--- src/shared/sdc_cfg.svh ---
`ifndef SDC_CFG_SVH
`define SDC_CFG_SVH
// ==========================================
// Register map of the controller
`define SDC_OFF_CTRL 8'h00
`define SDC_OFF_ADDR 8'h04
`define SDC_OFF_WDATA 8'h08
`define SDC_OFF_RDATA 8'h0c
`define SDC_OFF_STAT 8'h10
`define SDC_OFF_MODE 8'h14
// ==========================================
// Control word fields
`define SDC_CTRL_GO 0
`define SDC_CTRL_CMD_LO 1
`define SDC_CTRL_CMD_HI 3
`define SDC_CTRL_AUTO 4
`define SDC_CTRL_LMASK 5
`define SDC_CTRL_HMASK 6
`define SDC_CTRL_REFEN 7
// ==========================================
// Status word fields
`define SDC_STAT_BUSY 0
`define SDC_STAT_INIT 1
`define SDC_STAT_BANK0 2
`define SDC_STAT_BANK1 3
`define SDC_STAT_RVALID 4
// ==========================================
// Timing, in ns and in cycles
`define SDC_CLK_NS 10
`define SDC_POWERUP_NS 100000
`define SDC_REFRESH_NS 16000000
`define SDC_REFRESH_COUNT 1024
`define SDC_MODE_SETTLE 2
`define SDC_WRITE_RECOVERY 1
`define SDC_CMD_PERIOD_CL3 9
`define SDC_ACT_TO_PRE_CL3 6
`define SDC_MODE_RESET 10'h030
`define SDC_DQ_SYNC_STAGES 3'd2
`endif

--- src/shared/sdc_pkg.sv ---
`default_nettype none
package sdc_pkg;
	// ==========================================
	// Pin command encoding: cs_n, ras_n, cas_n, we_n
	typedef enum logic [3:0] {
		SDC_PIN_LOAD = 4'h0,
		SDC_PIN_REFRESH = 4'h1,
		SDC_PIN_PRECHARGE = 4'h2,
		SDC_PIN_ACTIVATE = 4'h3,
		SDC_PIN_WRITE = 4'h4,
		SDC_PIN_READ = 4'h5,
		SDC_PIN_STOP = 4'h6,
		SDC_PIN_NOP = 4'h7,
		SDC_PIN_DESELECT = 4'h8
	} sdc_pin_cmd_type;
	// ==========================================
	// Software orders
	typedef enum logic [2:0] {
		SDC_OP_ACTIVATE = 3'h0,
		SDC_OP_READ = 3'h1,
		SDC_OP_WRITE = 3'h2,
		SDC_OP_PRECHARGE = 3'h3,
		SDC_OP_REFRESH = 3'h4,
		SDC_OP_LOAD = 3'h5,
		SDC_OP_STOP = 3'h6,
		SDC_OP_NOP = 3'h7
	} sdc_op_type;
	// ==========================================
	// Pins toward the memory
	typedef struct packed {
		logic cke;
		logic cs_n;
		logic ras_n;
		logic cas_n;
		logic we_n;
		logic [9:0] addr;
		logic low_byte_mask;
		logic high_byte_mask;
	} sdc_pins_type;
	// ==========================================
	// Order passed to the sequencer
	typedef struct packed {
		sdc_op_type op;
		logic bank_select_bit;
		logic autoclose_or_all_banks_bit;
		logic [8:0] row_col;
		logic [15:0] wdata;
		logic low_byte_mask;
		logic high_byte_mask;
	} sdc_order_type;
endpackage : sdc_pkg
`default_nettype wire

--- src/logic/sdc_timer.sv ---
`timescale 1ns/1ns
`default_nettype none
module sdc_timer #(
	parameter int WIDTH = 8
) (
	// Clock and reset
	input wire logic ref_clk,
	input wire logic srst,
	// Load and state
	input wire logic load,
	input wire logic [WIDTH-1:0] value,
	output logic done
);
	logic [WIDTH-1:0] count;
	// ==========================================
	// Down counter, done when zero
	always_ff @(posedge ref_clk) begin
		if (srst) begin
			count <= '0;
		end else if (load) begin
			count <= value;
		end else if (count != '0) begin
			count <= count - 1'b1;
		end
	end
	assign done = (count == '0) && !load;
endmodule : sdc_timer
`default_nettype wire

--- src/logic/sdc_ahb_regs.sv ---
`timescale 1ns/1ns
`default_nettype none
`include "sdc_cfg.svh"
module sdc_ahb_regs (
	// Clock and reset
	input wire logic ref_clk,
	input wire logic srst,
	// AHB-Lite slave
	input wire logic hsel,
	input wire logic [31:0] haddr,
	input wire logic [1:0] htrans,
	input wire logic hwrite,
	input wire logic [2:0] hsize,
	input wire logic [31:0] hwdata,
	input wire logic hready,
	output logic [31:0] hrdata,
	output logic hreadyout,
	output logic hresp,
	// Register side
	output logic [31:0] ctrl,
	output logic ctrl_strobe,
	output logic [31:0] addr_reg,
	output logic [15:0] wdata_reg,
	output logic [9:0] mode_reg,
	input wire logic [31:0] status,
	input wire logic [15:0] rdata
);
	logic wr_pend;
	logic [7:0] wr_addr;
	logic [7:0] off;
	assign off = haddr[7:0];
	assign hreadyout = 1'b1;
	assign hresp = 1'b0;
	// ==========================================
	// Address phase capture
	always_ff @(posedge ref_clk) begin
		if (srst) begin
			wr_pend <= 1'b0;
			wr_addr <= 8'h00;
		end else if (hready) begin
			wr_pend <= hsel && htrans[1] && hwrite;
			wr_addr <= off;
		end
	end
	// ==========================================
	// Write data phase
	always_ff @(posedge ref_clk) begin
		if (srst) begin
			ctrl <= 32'h0;
			ctrl_strobe <= 1'b0;
			addr_reg <= 32'h0;
			wdata_reg <= 16'h0;
			mode_reg <= `SDC_MODE_RESET;
		end else begin
			ctrl_strobe <= 1'b0;
			if (wr_pend) begin
				unique case (wr_addr)
					`SDC_OFF_CTRL: begin
						ctrl <= hwdata;
						ctrl_strobe <= hwdata[`SDC_CTRL_GO];
					end
					`SDC_OFF_ADDR: addr_reg <= hwdata;
					`SDC_OFF_WDATA: wdata_reg <= hwdata[15:0];
					`SDC_OFF_MODE: mode_reg <= hwdata[9:0];
					default: ;
				endcase
			end
		end
	end
	// ==========================================
	// Read data, registered
	always_ff @(posedge ref_clk) begin
		if (srst) begin
			hrdata <= 32'h0;
		end else if (hready && hsel && htrans[1] && !hwrite) begin
			unique case (off)
				`SDC_OFF_CTRL: hrdata <= ctrl;
				`SDC_OFF_ADDR: hrdata <= addr_reg;
				`SDC_OFF_WDATA: hrdata <= {16'h0, wdata_reg};
				`SDC_OFF_RDATA: hrdata <= {16'h0, rdata};
				`SDC_OFF_STAT: hrdata <= status;
				`SDC_OFF_MODE: hrdata <= {22'h0, mode_reg};
				default: hrdata <= 32'h0;
			endcase
		end
	end
endmodule : sdc_ahb_regs
`default_nettype wire

--- src/logic/sdc_host.sv ---
// Chosen here: the address map and the AHB-Lite slave port.
`timescale 1ns/1ns
`default_nettype none
`include "sdc_cfg.svh"
module sdc_host #(
	parameter int POWERUP_CYCLES = `SDC_POWERUP_NS / `SDC_CLK_NS,
	parameter int REFRESH_GAP =
		`SDC_REFRESH_NS / `SDC_CLK_NS / `SDC_REFRESH_COUNT
) (
	// Clock and reset
	input wire logic ref_clk,
	input wire logic srst,
	// AHB-Lite slave
	input wire logic hsel,
	input wire logic [31:0] haddr,
	input wire logic [1:0] htrans,
	input wire logic hwrite,
	input wire logic [2:0] hsize,
	input wire logic [31:0] hwdata,
	input wire logic hready,
	output logic [31:0] hrdata,
	output logic hreadyout,
	output logic hresp,
	// Memory pins
	output sdc_pkg::sdc_pins_type pins,
	input wire logic [15:0] dq_in,
	output logic [15:0] dq_out,
	output logic dq_oe
);
	import sdc_pkg::*;
	typedef enum {
		SDC_POWER, SDC_INIT_PRE, SDC_INIT_REF, SDC_INIT_LOAD,
		SDC_IDLE, SDC_WAIT
	} sdc_state_type;
	sdc_state_type state;
	logic [31:0] ctrl;
	logic ctrl_strobe;
	logic [31:0] addr_reg;
	logic [15:0] wdata_reg;
	logic [9:0] mode_reg;
	logic [31:0] status;
	logic [15:0] rdata;
	logic rvalid;
	logic initialised;
	logic pending;
	logic [1:0] bank_open;
	logic [15:0] dq_s1;
	logic [15:0] dq_s2;
	logic [1:0] cl;
	logic [5:0] rd_pipe;
	logic [2:0] rd_tap;
	logic [31:0] pwr_cnt;
	logic [31:0] ref_cnt;
	logic ref_due;
	logic [1:0] init_refs;
	logic gap_done;
	logic gap_load;
	logic [7:0] gap_value;
	logic [1:0] act_done;
	logic [1:0] act_load;
	logic [1:0] pre_done;
	logic [1:0] pre_load;
	logic [7:0] rcd_value;
	logic [7:0] ras_value;
	sdc_order_type order;
	logic busy;
	logic col_ok;
	logic pre_ok;
	logic order_ready;

	// ==========================================
	// Latency-derived counts
	function automatic logic [7:0] by_cl(input logic [1:0] l,
		input logic [7:0] extra);
		by_cl = {6'h0, l} + extra;
	endfunction : by_cl
	assign cl = (mode_reg[6:4] == 3'h1) ? 2'd1 :
		(mode_reg[6:4] == 3'h2) ? 2'd2 : 2'd3;
	assign rcd_value = by_cl(cl, 8'h00);
	assign ras_value = (cl == 2'd3) ? 8'(`SDC_ACT_TO_PRE_CL3) :
		by_cl(cl, 8'h01);

	// ==========================================
	// Register bus
	sdc_ahb_regs u_regs (
		.ref_clk(ref_clk),
		.srst(srst),
		.hsel(hsel),
		.haddr(haddr),
		.htrans(htrans),
		.hwrite(hwrite),
		.hsize(hsize),
		.hwdata(hwdata),
		.hready(hready),
		.hrdata(hrdata),
		.hreadyout(hreadyout),
		.hresp(hresp),
		.ctrl(ctrl),
		.ctrl_strobe(ctrl_strobe),
		.addr_reg(addr_reg),
		.wdata_reg(wdata_reg),
		.mode_reg(mode_reg),
		.status(status),
		.rdata(rdata)
	);
	assign busy = pending || (state != SDC_IDLE) || !gap_done ||
		(rd_pipe != 6'h00);
	assign rd_tap = {1'b0, cl} + `SDC_DQ_SYNC_STAGES;
	assign col_ok = bank_open[order.bank_select_bit] &&
		act_done[order.bank_select_bit];
	assign pre_ok = order.autoclose_or_all_banks_bit ?
		(pre_done == 2'b11) : pre_done[order.bank_select_bit];
	assign order_ready = gap_done && !ref_due &&
		(order.op != SDC_OP_PRECHARGE || pre_ok);
	always_comb begin
		status = 32'h0;
		status[`SDC_STAT_BUSY] = busy;
		status[`SDC_STAT_INIT] = initialised;
		status[`SDC_STAT_BANK0] = bank_open[0];
		status[`SDC_STAT_BANK1] = bank_open[1];
		status[`SDC_STAT_RVALID] = rvalid;
	end
	always_comb begin
		order.op = sdc_op_type'(ctrl[`SDC_CTRL_CMD_HI:`SDC_CTRL_CMD_LO]);
		order.bank_select_bit = addr_reg[9];
		order.autoclose_or_all_banks_bit = ctrl[`SDC_CTRL_AUTO];
		order.row_col = addr_reg[8:0];
		order.wdata = wdata_reg;
		order.low_byte_mask = ctrl[`SDC_CTRL_LMASK];
		order.high_byte_mask = ctrl[`SDC_CTRL_HMASK];
	end

	// ==========================================
	// Timers
	sdc_timer #(.WIDTH(8)) u_gap (
		.ref_clk(ref_clk), .srst(srst), .load(gap_load),
		.value(gap_value), .done(gap_done));
	for (genvar b = 0; b < 2; b++) begin : g_bank
		sdc_timer #(.WIDTH(8)) u_act (
			.ref_clk(ref_clk), .srst(srst), .load(act_load[b]),
			.value(rcd_value), .done(act_done[b]));
		sdc_timer #(.WIDTH(8)) u_pre (
			.ref_clk(ref_clk), .srst(srst), .load(pre_load[b]),
			.value(ras_value), .done(pre_done[b]));
	end

	// ==========================================
	// Input synchroniser
	always_ff @(posedge ref_clk) begin
		if (srst) begin
			dq_s1 <= 16'h0;
			dq_s2 <= 16'h0;
		end else begin
			dq_s1 <= dq_in;
			dq_s2 <= dq_s1;
		end
	end

	// ==========================================
	// Power-up and refresh timing
	always_ff @(posedge ref_clk) begin
		if (srst) begin
			pwr_cnt <= 32'h0;
			ref_cnt <= 32'h0;
			ref_due <= 1'b0;
		end else begin
			if (pwr_cnt < 32'(POWERUP_CYCLES)) begin
				pwr_cnt <= pwr_cnt + 32'h1;
			end
			if (ref_cnt >= 32'(REFRESH_GAP - 1)) begin
				ref_cnt <= 32'h0;
				ref_due <= 1'b1;
			end else begin
				ref_cnt <= ref_cnt + 32'h1;
				if (state == SDC_WAIT && pins.ras_n == 1'b0 &&
					pins.cas_n == 1'b0 && pins.we_n == 1'b1)
					ref_due <= 1'b0;
			end
		end
	end

	// ==========================================
	// Order pending flag
	always_ff @(posedge ref_clk) begin
		if (srst) begin
			pending <= 1'b0;
		end else if (ctrl_strobe) begin
			pending <= 1'b1;
		end else if (state == SDC_IDLE && order_ready) begin
			pending <= 1'b0;
		end
	end

	// ==========================================
	// Read data capture
	always_ff @(posedge ref_clk) begin
		if (srst) begin
			rd_pipe <= 4'h0;
			rdata <= 16'h0;
			rvalid <= 1'b0;
		end else begin
			rd_pipe <= {rd_pipe[4:0], 1'b0};
			if (state == SDC_IDLE && pending && order_ready && col_ok &&
				order.op == SDC_OP_READ)
				rd_pipe[0] <= 1'b1;
			if (rd_pipe[rd_tap]) begin
				rdata <= dq_s2;
				rvalid <= 1'b1;
			end else if (ctrl_strobe) begin
				rvalid <= 1'b0;
			end
		end
	end

	// ==========================================
	// Command sequencer
	always_ff @(posedge ref_clk) begin
		if (srst) begin
			state <= SDC_POWER;
			pins <= '{cke: 1'b0, cs_n: 1'b1, ras_n: 1'b1, cas_n: 1'b1,
				we_n: 1'b1, addr: 10'h0, low_byte_mask: 1'b1,
				high_byte_mask: 1'b1};
			dq_out <= 16'h0;
			dq_oe <= 1'b0;
			bank_open <= 2'b00;
			initialised <= 1'b0;
			init_refs <= 2'd0;
			gap_load <= 1'b0;
			gap_value <= 8'h0;
			act_load <= 2'b00;
			pre_load <= 2'b00;
		end else begin
			{pins.cs_n, pins.ras_n, pins.cas_n, pins.we_n} <=
				SDC_PIN_NOP;
			dq_oe <= 1'b0;
			gap_load <= 1'b0;
			act_load <= 2'b00;
			pre_load <= 2'b00;
			state <= SDC_WAIT;
			unique case (state)
				SDC_POWER: begin
					state <= SDC_POWER;
					pins.cs_n <= 1'b1;
					if (pwr_cnt >= 32'(POWERUP_CYCLES)) begin
						pins.cke <= 1'b1;
						state <= SDC_INIT_PRE;
					end
				end
				SDC_INIT_PRE: begin
					{pins.cs_n, pins.ras_n, pins.cas_n, pins.we_n} <=
						SDC_PIN_PRECHARGE;
					pins.addr <= 10'h100;
					gap_value <= 8'(`SDC_CMD_PERIOD_CL3);
					gap_load <= 1'b1;
					state <= SDC_INIT_REF;
				end
				SDC_INIT_REF: begin
					state <= SDC_INIT_REF;
					if (gap_done && !gap_load) begin
						{pins.cs_n, pins.ras_n, pins.cas_n, pins.we_n} <=
							SDC_PIN_REFRESH;
						gap_value <= 8'(`SDC_CMD_PERIOD_CL3);
						gap_load <= 1'b1;
						init_refs <= init_refs + 2'd1;
						if (init_refs == 2'd1)
							state <= SDC_INIT_LOAD;
					end
				end
				SDC_INIT_LOAD: begin
					state <= SDC_INIT_LOAD;
					if (gap_done && !gap_load) begin
						{pins.cs_n, pins.ras_n, pins.cas_n, pins.we_n} <=
							SDC_PIN_LOAD;
						pins.addr <= mode_reg;
						gap_value <= 8'(`SDC_MODE_SETTLE);
						gap_load <= 1'b1;
						initialised <= 1'b1;
						state <= SDC_WAIT;
					end
				end
				SDC_WAIT: begin
					state <= SDC_IDLE;
				end
				SDC_IDLE: begin
					state <= SDC_IDLE;
					if (gap_done && ref_due && bank_open != 2'b00 &&
						pre_done == 2'b11) begin
						{pins.cs_n, pins.ras_n, pins.cas_n, pins.we_n} <=
							SDC_PIN_PRECHARGE;
						pins.addr <= 10'h100;
						bank_open <= 2'b00;
						gap_value <= by_cl(cl, 8'h00);
						gap_load <= 1'b1;
						state <= SDC_WAIT;
					end else if (gap_done && ref_due && bank_open == 2'b00) begin
						{pins.cs_n, pins.ras_n, pins.cas_n, pins.we_n} <=
							SDC_PIN_REFRESH;
						gap_value <= 8'(`SDC_CMD_PERIOD_CL3);
						gap_load <= 1'b1;
						state <= SDC_WAIT;
					end else if (order_ready && pending) begin
						state <= SDC_WAIT;
						pins.low_byte_mask <= order.low_byte_mask;
						pins.high_byte_mask <= order.high_byte_mask;
						pins.addr <= {order.bank_select_bit,
							order.row_col};
						unique case (order.op)
							SDC_OP_ACTIVATE: begin
								{pins.cs_n, pins.ras_n, pins.cas_n,
									pins.we_n} <= SDC_PIN_ACTIVATE;
								bank_open[order.bank_select_bit] <= 1'b1;
								act_load[order.bank_select_bit] <= 1'b1;
								pre_load[order.bank_select_bit] <= 1'b1;
								gap_value <= by_cl(cl, 8'h00);
								gap_load <= 1'b1;
							end
							SDC_OP_READ, SDC_OP_WRITE: begin
								if (bank_open[order.bank_select_bit] &&
									act_done[order.bank_select_bit]) begin
									{pins.cs_n, pins.ras_n, pins.cas_n,
										pins.we_n} <= (order.op ==
										SDC_OP_READ) ? SDC_PIN_READ :
										SDC_PIN_WRITE;
									pins.addr[8] <=
										order.autoclose_or_all_banks_bit;
									if (order.op == SDC_OP_WRITE) begin
										dq_out <= order.wdata;
										dq_oe <= 1'b1;
									end
									if (order.autoclose_or_all_banks_bit)
										bank_open[order.bank_select_bit]
											<= 1'b0;
									gap_value <= (order.op == SDC_OP_WRITE)
										? (order.autoclose_or_all_banks_bit
										? by_cl(cl, 8'h01)
										: 8'(`SDC_WRITE_RECOVERY))
										: 8'h00;
									gap_load <= 1'b1;
								end
							end
							SDC_OP_PRECHARGE: begin
								{pins.cs_n, pins.ras_n, pins.cas_n,
									pins.we_n} <= SDC_PIN_PRECHARGE;
								pins.addr[8] <=
									order.autoclose_or_all_banks_bit;
								if (order.autoclose_or_all_banks_bit)
									bank_open <= 2'b00;
								else
									bank_open[order.bank_select_bit] <= 1'b0;
								gap_value <= by_cl(cl, 8'h00);
								gap_load <= 1'b1;
							end
							SDC_OP_REFRESH: begin
								if (bank_open == 2'b00) begin
									{pins.cs_n, pins.ras_n, pins.cas_n,
										pins.we_n} <= SDC_PIN_REFRESH;
									gap_value <= 8'(`SDC_CMD_PERIOD_CL3);
									gap_load <= 1'b1;
								end
							end
							SDC_OP_LOAD: begin
								if (bank_open == 2'b00) begin
									{pins.cs_n, pins.ras_n, pins.cas_n,
										pins.we_n} <= SDC_PIN_LOAD;
									pins.addr <= mode_reg;
									gap_value <= 8'(`SDC_MODE_SETTLE);
									gap_load <= 1'b1;
								end
							end
							SDC_OP_STOP: begin
								{pins.cs_n, pins.ras_n, pins.cas_n,
									pins.we_n} <= SDC_PIN_STOP;
							end
							SDC_OP_NOP: ;
						endcase
					end
				end
			endcase
		end
	end

	// ==========================================
	// Checks
	mode_settle_a: assert property (@(posedge ref_clk) disable iff (srst)
		(state == SDC_WAIT && {pins.cs_n, pins.ras_n, pins.cas_n,
		pins.we_n} == SDC_PIN_LOAD) |=> ({pins.cs_n, pins.ras_n,
		pins.cas_n, pins.we_n} == SDC_PIN_NOP)[*2])
		else $error("command within mode settle time");
	refresh_idle_a: assert property (@(posedge ref_clk) disable iff (srst)
		({pins.cs_n, pins.ras_n, pins.cas_n, pins.we_n} ==
		SDC_PIN_REFRESH) |-> bank_open == 2'b00)
		else $error("refresh with open bank");
	powerup_wait_a: assert property (@(posedge ref_clk) disable iff (srst)
		(pwr_cnt < 32'(POWERUP_CYCLES)) |-> pins.cke == 1'b0 &&
		pins.cs_n == 1'b1)
		else $error("command before power-up wait");
	refresh_gap_a: assert property (@(posedge ref_clk) disable iff (srst)
		({pins.cs_n, pins.ras_n, pins.cas_n, pins.we_n} ==
		SDC_PIN_REFRESH) |=> ({pins.cs_n, pins.ras_n, pins.cas_n,
		pins.we_n} == SDC_PIN_NOP)[*8])
		else $error("command during refresh");
	write_data_a: assert property (@(posedge ref_clk) disable iff (srst)
		({pins.cs_n, pins.ras_n, pins.cas_n, pins.we_n} ==
		SDC_PIN_WRITE) |-> dq_oe)
		else $error("write without data");
	column_open_a: assert property (@(posedge ref_clk) disable iff (srst)
		({pins.cs_n, pins.ras_n, pins.cas_n, pins.we_n} == SDC_PIN_READ)
		|-> (pins.addr[9] ? $past(bank_open[1]) : $past(bank_open[0])))
		else $error("read to idle bank");
	act_rcd_a: assert property (@(posedge ref_clk) disable iff (srst)
		({pins.cs_n, pins.ras_n, pins.cas_n, pins.we_n} ==
		SDC_PIN_ACTIVATE) |=> ({pins.cs_n, pins.ras_n, pins.cas_n,
		pins.we_n} != SDC_PIN_READ))
		else $error("column command too soon");
	load_idle_a: assert property (@(posedge ref_clk) disable iff (srst)
		({pins.cs_n, pins.ras_n, pins.cas_n, pins.we_n} == SDC_PIN_LOAD)
		|-> $past(bank_open) == 2'b00)
		else $error("mode load with open bank");
endmodule : sdc_host
`default_nettype wire

--- config.mk ---
export PLATFORM = sky130hd
export DESIGN_NAME = sdc_host
export DESIGN_NICKNAME = d
export VERILOG_FILES = /design/src/shared/sdc_pkg.sv /design/src/logic/sdc_timer.sv /design/src/logic/sdc_ahb_regs.sv /design/src/logic/sdc_host.sv
export VERILOG_INCLUDE_DIRS = /design/src /design/src/shared
export SDC_FILE = /design/constraint.sdc
export NUM_CORES = 1
export LEC_CHECK = 0
export ABC_AREA = 1
export BUFFER_PORTS_ARGS = -buffer_cell sky130_fd_sc_hd__buf_2
export CORE_ASPECT_RATIO = 0.8
export CORE_MARGIN = 3
export CORE_UTILIZATION = 35
export DETAILED_ROUTE_END_ITERATION = 7
export GPL_TIMING_DRIVEN = 0
export PLACE_DENSITY = 0.49
export SYNTH_ARGS = -nofsm -noshare
export SYNTH_HDL_FRONTEND = slang
export SYNTH_HIERARCHICAL = 1
export SYNTH_SLANG_ARGS = --single-unit
--- constraint.sdc ---
create_clock -name ref_clk -period 2.4 [get_ports ref_clk]
set_input_delay 0.36 -clock ref_clk [delete_from_list [all_inputs] [get_ports ref_clk]]
set_output_delay 0.36 -clock ref_clk [all_outputs]
set_load 0.02 [all_outputs]
==> metrics list <==
* DRC violation count after routing: 0
* Data required time of the worst path: 2.80 ns
- The tightest hold path in the finished design has a slack of 0.0410 ns.
* Global routing usage summed across all routing layers: 0.191
- Die height: 194 um
* Post-Synth XOR/XNOR Area: 0.0102
- Number of warnings issued by yosys: 6
- By area the synthesized netlist is led by sky130_fd_sc_hd__dfxtp_1 44%, sky130_fd_sc_hd__nand2_1 11%, sky130_fd_sc_hd__nor2_1 7.9%.
- In this run the cell area measured after placement is roughly 17000 um^2.
* Number of stages on the worst hold path: 3
* Root Driver: sky130_fd_sc_hd__clkbuf_16
* Count of max-cap constraint violations: 0
- In this run the critical register-to-register path is launched from u_gap/count[1].
- Pin count of the biggest net entering global routing: 14
- Library cell with the largest summed area after synthesis: sky130_fd_sc_hd__dfxtp_1
- Of the total synthesized cell area, the portion taken by AND, OR, NAND and NOR gates is 0.292.
- In the synthesized netlist, the number of instances is 2190.
- Share of the synthesized area in the top cell type: 0.441
* Start-to-end type of the worst setup path: reg2reg
- In this run the most critical hold path is launched from dq_in[14].
- Global-route wire length before repair: 71700 um
* Post-synthesis instance area: between 15000 and 20000 um^2
* Tmin final: 2.21 ns
- Routability cong.: 0.855
* Gr ovfl total: 0
- Synth Register Bits: 342
- Post-Route Setup TNS: 0 ns
- Post-route cell area: 18700 um^2
- The count of nets left with antenna violations once routing finished came out at 0.
* Area Growth Syn to Fin: 20.4%
- Clock transition time at the flip-flop clock pins of the worst setup and hold paths: 0.06 ns
- Top-level I/O count: 158
- CP max stage delay: 0.31 ns
* Most used cell along the critical path: sky130_fd_sc_hd__nand2_1
- For the pin with the worst max-slew slack, the measured transition is between 0.7 and 0.8 ns.
- After the last flow step, the layout net total stands at 2553.
- Chip width: 241 um
- Detailed placement ended at an HPWL of 33900 um.
- Before CTS, the worst setup slack after placement is -0.0396 ns.
* Flop-to-flop setup slack: 0.19 ns
* Setup crit end kind: flop
- Max Clk Rate: 452 MHz
- Post-synthesis average cell area: approximately 7.1 um^2
- The flow ran to the end, and the final reports show no timing, DRC or antenna violations.
- sky130_fd_sc_hd__nand2_1 is the most common cell in the netlist.
* Via-to-Cell Ratio: 4.57
* Initial antenna violation count: 1
- Data on the critical path arrives at its endpoint at 2.61 ns.
- The number of hold violations in the final report came to 0.
- By area, the combinational part of the netlist is dominated by simple AND/OR/NAND/NOR gates.
- In the synthesized netlist the async set-or-reset flop fraction comes to 0.
- Clk_skew: ~0.024 ns
- The critical path goes through inv_1 > ha_1 > nand2_1 > nor2_4 > nand2_4 > inv_2 > inv_1 > nor4_2 > nand3_1 > nand3_1 > nand2_1 > nor2_1 > nand2_1 > nand2_1 > a21oi_1.
* Slowest cell on the critical path: sky130_fd_sc_hd__dfxtp_1
* Worst hold endpoint: dq_s1[14]
* Critical R2R Capture: u_regs/hrdata[0]
- The tightest min-delay check is of the in2reg type.
- Port buffer count: 127
- Once routing completed, OpenROAD measured the worst setup slack at 0.189 ns.
* Floorplan die area: 46900 um^2
* Overall via count from detail_route: 14.0k
- TritonCTS clock tree: yes
- Max Root-Sink Buffers: 3
- Starting density of the core: 0.357
* Leakage: 8.45 nW
- Setup violations remaining at the end of the flow were counted as 0.
- The later pin in the worst-skew pair is clocked with a latency of around 0.54 ns.
* Largest vdd supply drop: between 0.4 and 0.5 mV
* Total of fill cells in the finished design: ~4.6k
* Pwr/cell area: 824 nW/um^2
- In the final layout, the share of cells above drive strength 1 is 0.145.
- Number of library cell types mapped by synthesis: 43
- The fraction of the mapped netlist area in compound gates came to 0.136.
- For this design, the sink count on the clock tree is around 340.
- The worst register-to-register path has a depth of 15.
- Adder-cell share of the synthesized area: 0.0129
- Share of synthesized area spent on multiplexers: 0
- In the synthesized netlist the dominant register cell turns out to be sky130_fd_sc_hd__dfxtp_1.
* Number of global-route vias before repair: 13.3k
* Inserted Clock Buffers: 38
* Relative slew slack: 0.475
- The final-report max-slew violation count came to 0.
- After floorplanning, the core was divided into 68 placement rows.
- CP Max Fanout: 6
- Setup repair after global routing could not meet its margin everywhere.
- Count of flip-flops with a built-in enable after synthesis: 0
- H-Tree Level Count: 2
* Final WL: 44800 um
- Leading post-synthesis cells by instance count: 443 x sky130_fd_sc_hd__nand2_1, 342 x sky130_fd_sc_hd__dfxtp_1, 326 x sky130_fd_sc_hd__nor2_1, 260 x sky130_fd_sc_hd__inv_1, 197 x sky130_fd_sc_hd__a21oi_1
- Initial DRC count: a little over 900
- Dividing the detail-routed wire length by the instance count gives 14.6 um.
- In this run the standard cell core region covers 43500 um^2.
- The worst setup path is launched from a flop.
- Dividing the final minimum period by the clock period gives 0.921.
* Detailed Routing Iterations Pass 1: 5
* Sequential element share of the synthesized area: 0.441
## layer usage
| metal | GRT usage | wire length [um] |
|---|---|---|
| met1 | 0.280 | 22400 |
| met5 | 0 | 0 |
| met2 | 0.290 | 19000 |
| met3 | 0.0299 | 2250 |
| met4 | 0.0495 | 1050 |
## through the flow
stage                      util  power, mW  cells
after floorplan               -       8.71   2264
after global placement    0.395       9.30   2986
after detailed placement  0.395       9.35   2986
after CTS                 0.429       15.6   3067
after global routing      0.430       16.4   3070
final                     0.430       15.4   3070
## kinds of logic (layout without fill, tap and decap cells)
group,Yosys count,count (layout)
buffers and inverters,381,591
xor gates and xnor gates,18,18
AOI/OAI and AO/OA,400,400
DFF,342,342
and+or+nand+nor,1029,1029
other,4,79
adders and majority gates,16,16
## layout make-up
type,count,area [um^2],area share
multi-input cells,1541,7310,0.391
flip-flops and latches,342,6850,0.366
inverters,296,1150,0.0618
clock buffers,56,1090,0.0583
repair buffers,143,791,0.0423
well taps,595,744,0.0398
plain buffers,85,512,0.0274
clock inverters,11,234,0.0125
diodes,1,2.50,0.000134
## critical path, delay by kind of cell, from the launching register on
family / cells / cell delay [ns]
fa+ha+maj: 1 / 0.17
compound gates: 1 / 0.06
simple gates: 10 / 1.19
buf+inv: 3 / 0.35
flops: 1 / 0.31
## cells in the final DEF, fill, tap and decap left out, types with 2 or more instances in the layout
master / netlist / routed
sky130_fd_sc_hd__a21oi_1: 197 / 196
sky130_fd_sc_hd__a21oi_2: 10 / 11
sky130_fd_sc_hd__a31oi_1: 2 / 2
sky130_fd_sc_hd__buf_2: 26 / 151
sky130_fd_sc_hd__buf_4: 13 / 16
sky130_fd_sc_hd__buf_6: 14 / 14
sky130_fd_sc_hd__bufinv_16: 0 / 5
sky130_fd_sc_hd__clkbuf_1: 30 / 41
sky130_fd_sc_hd__clkbuf_16: 0 / 38
sky130_fd_sc_hd__clkbuf_8: 0 / 7
sky130_fd_sc_hd__clkinv_2: 1 / 2
sky130_fd_sc_hd__clkinv_8: 0 / 2
sky130_fd_sc_hd__conb_1: 4 / 78
sky130_fd_sc_hd__dfxtp_1: 342 / 342
sky130_fd_sc_hd__dlygate4sd3_1: 0 / 14
sky130_fd_sc_hd__ha_1: 16 / 16
sky130_fd_sc_hd__inv_1: 260 / 259
sky130_fd_sc_hd__inv_2: 28 / 28
sky130_fd_sc_hd__inv_4: 1 / 2
sky130_fd_sc_hd__inv_8: 5 / 5
sky130_fd_sc_hd__nand2_1: 443 / 443
sky130_fd_sc_hd__nand2_2: 8 / 7
sky130_fd_sc_hd__nand2_4: 18 / 19
sky130_fd_sc_hd__nand3_1: 170 / 170
sky130_fd_sc_hd__nand3_2: 7 / 7
sky130_fd_sc_hd__nand3_4: 2 / 2
sky130_fd_sc_hd__nand4_1: 12 / 12
sky130_fd_sc_hd__nor2_1: 326 / 325
sky130_fd_sc_hd__nor2_2: 10 / 10
sky130_fd_sc_hd__nor2_4: 11 / 12
sky130_fd_sc_hd__nor3_1: 12 / 12
sky130_fd_sc_hd__nor3_2: 3 / 3
sky130_fd_sc_hd__o211ai_1: 11 / 11
sky130_fd_sc_hd__o21ai_0: 147 / 147
sky130_fd_sc_hd__o21ai_1: 23 / 23
sky130_fd_sc_hd__o21ai_2: 9 / 9
sky130_fd_sc_hd__xnor2_1: 4 / 4
sky130_fd_sc_hd__xor2_1: 14 / 14
## timing repair
action                                  4_1_cts  5_1_grt
gates resized for setup                       1        9
pin swaps                                     0        1
hold buffers                                 14        0
buffers inserted                              0        2
endpoints found under the setup margin        3       31
hold endpoints to repair                     14        0
## worst max path at each step
stage	startpoint	slack, ns	end
final	u_gap/count[1]	0.19	u_regs/hrdata[0]
after global routing	u_gap/count[1]	-0.04	u_regs/hrdata[0]
after floorplan	u_gap/count[0]	0.46	dq_out[10]
after detailed placement	srst	-0.04	u_regs/ctrl[0]
after CTS	u_gap/count[0]	0.11	pre_load[1]
after global placement	u_gap/count[0]	-0.01	pre_load[1]
## report_power, final
| group | switching (mW) | internal, mW |
|---|---|---|
| sequential | 0.236 | 6.01 |
| combinational | 1.93 | 1.08 |
| clock | 2.42 | 3.71 |
Power figures use the tool's default switching activity.
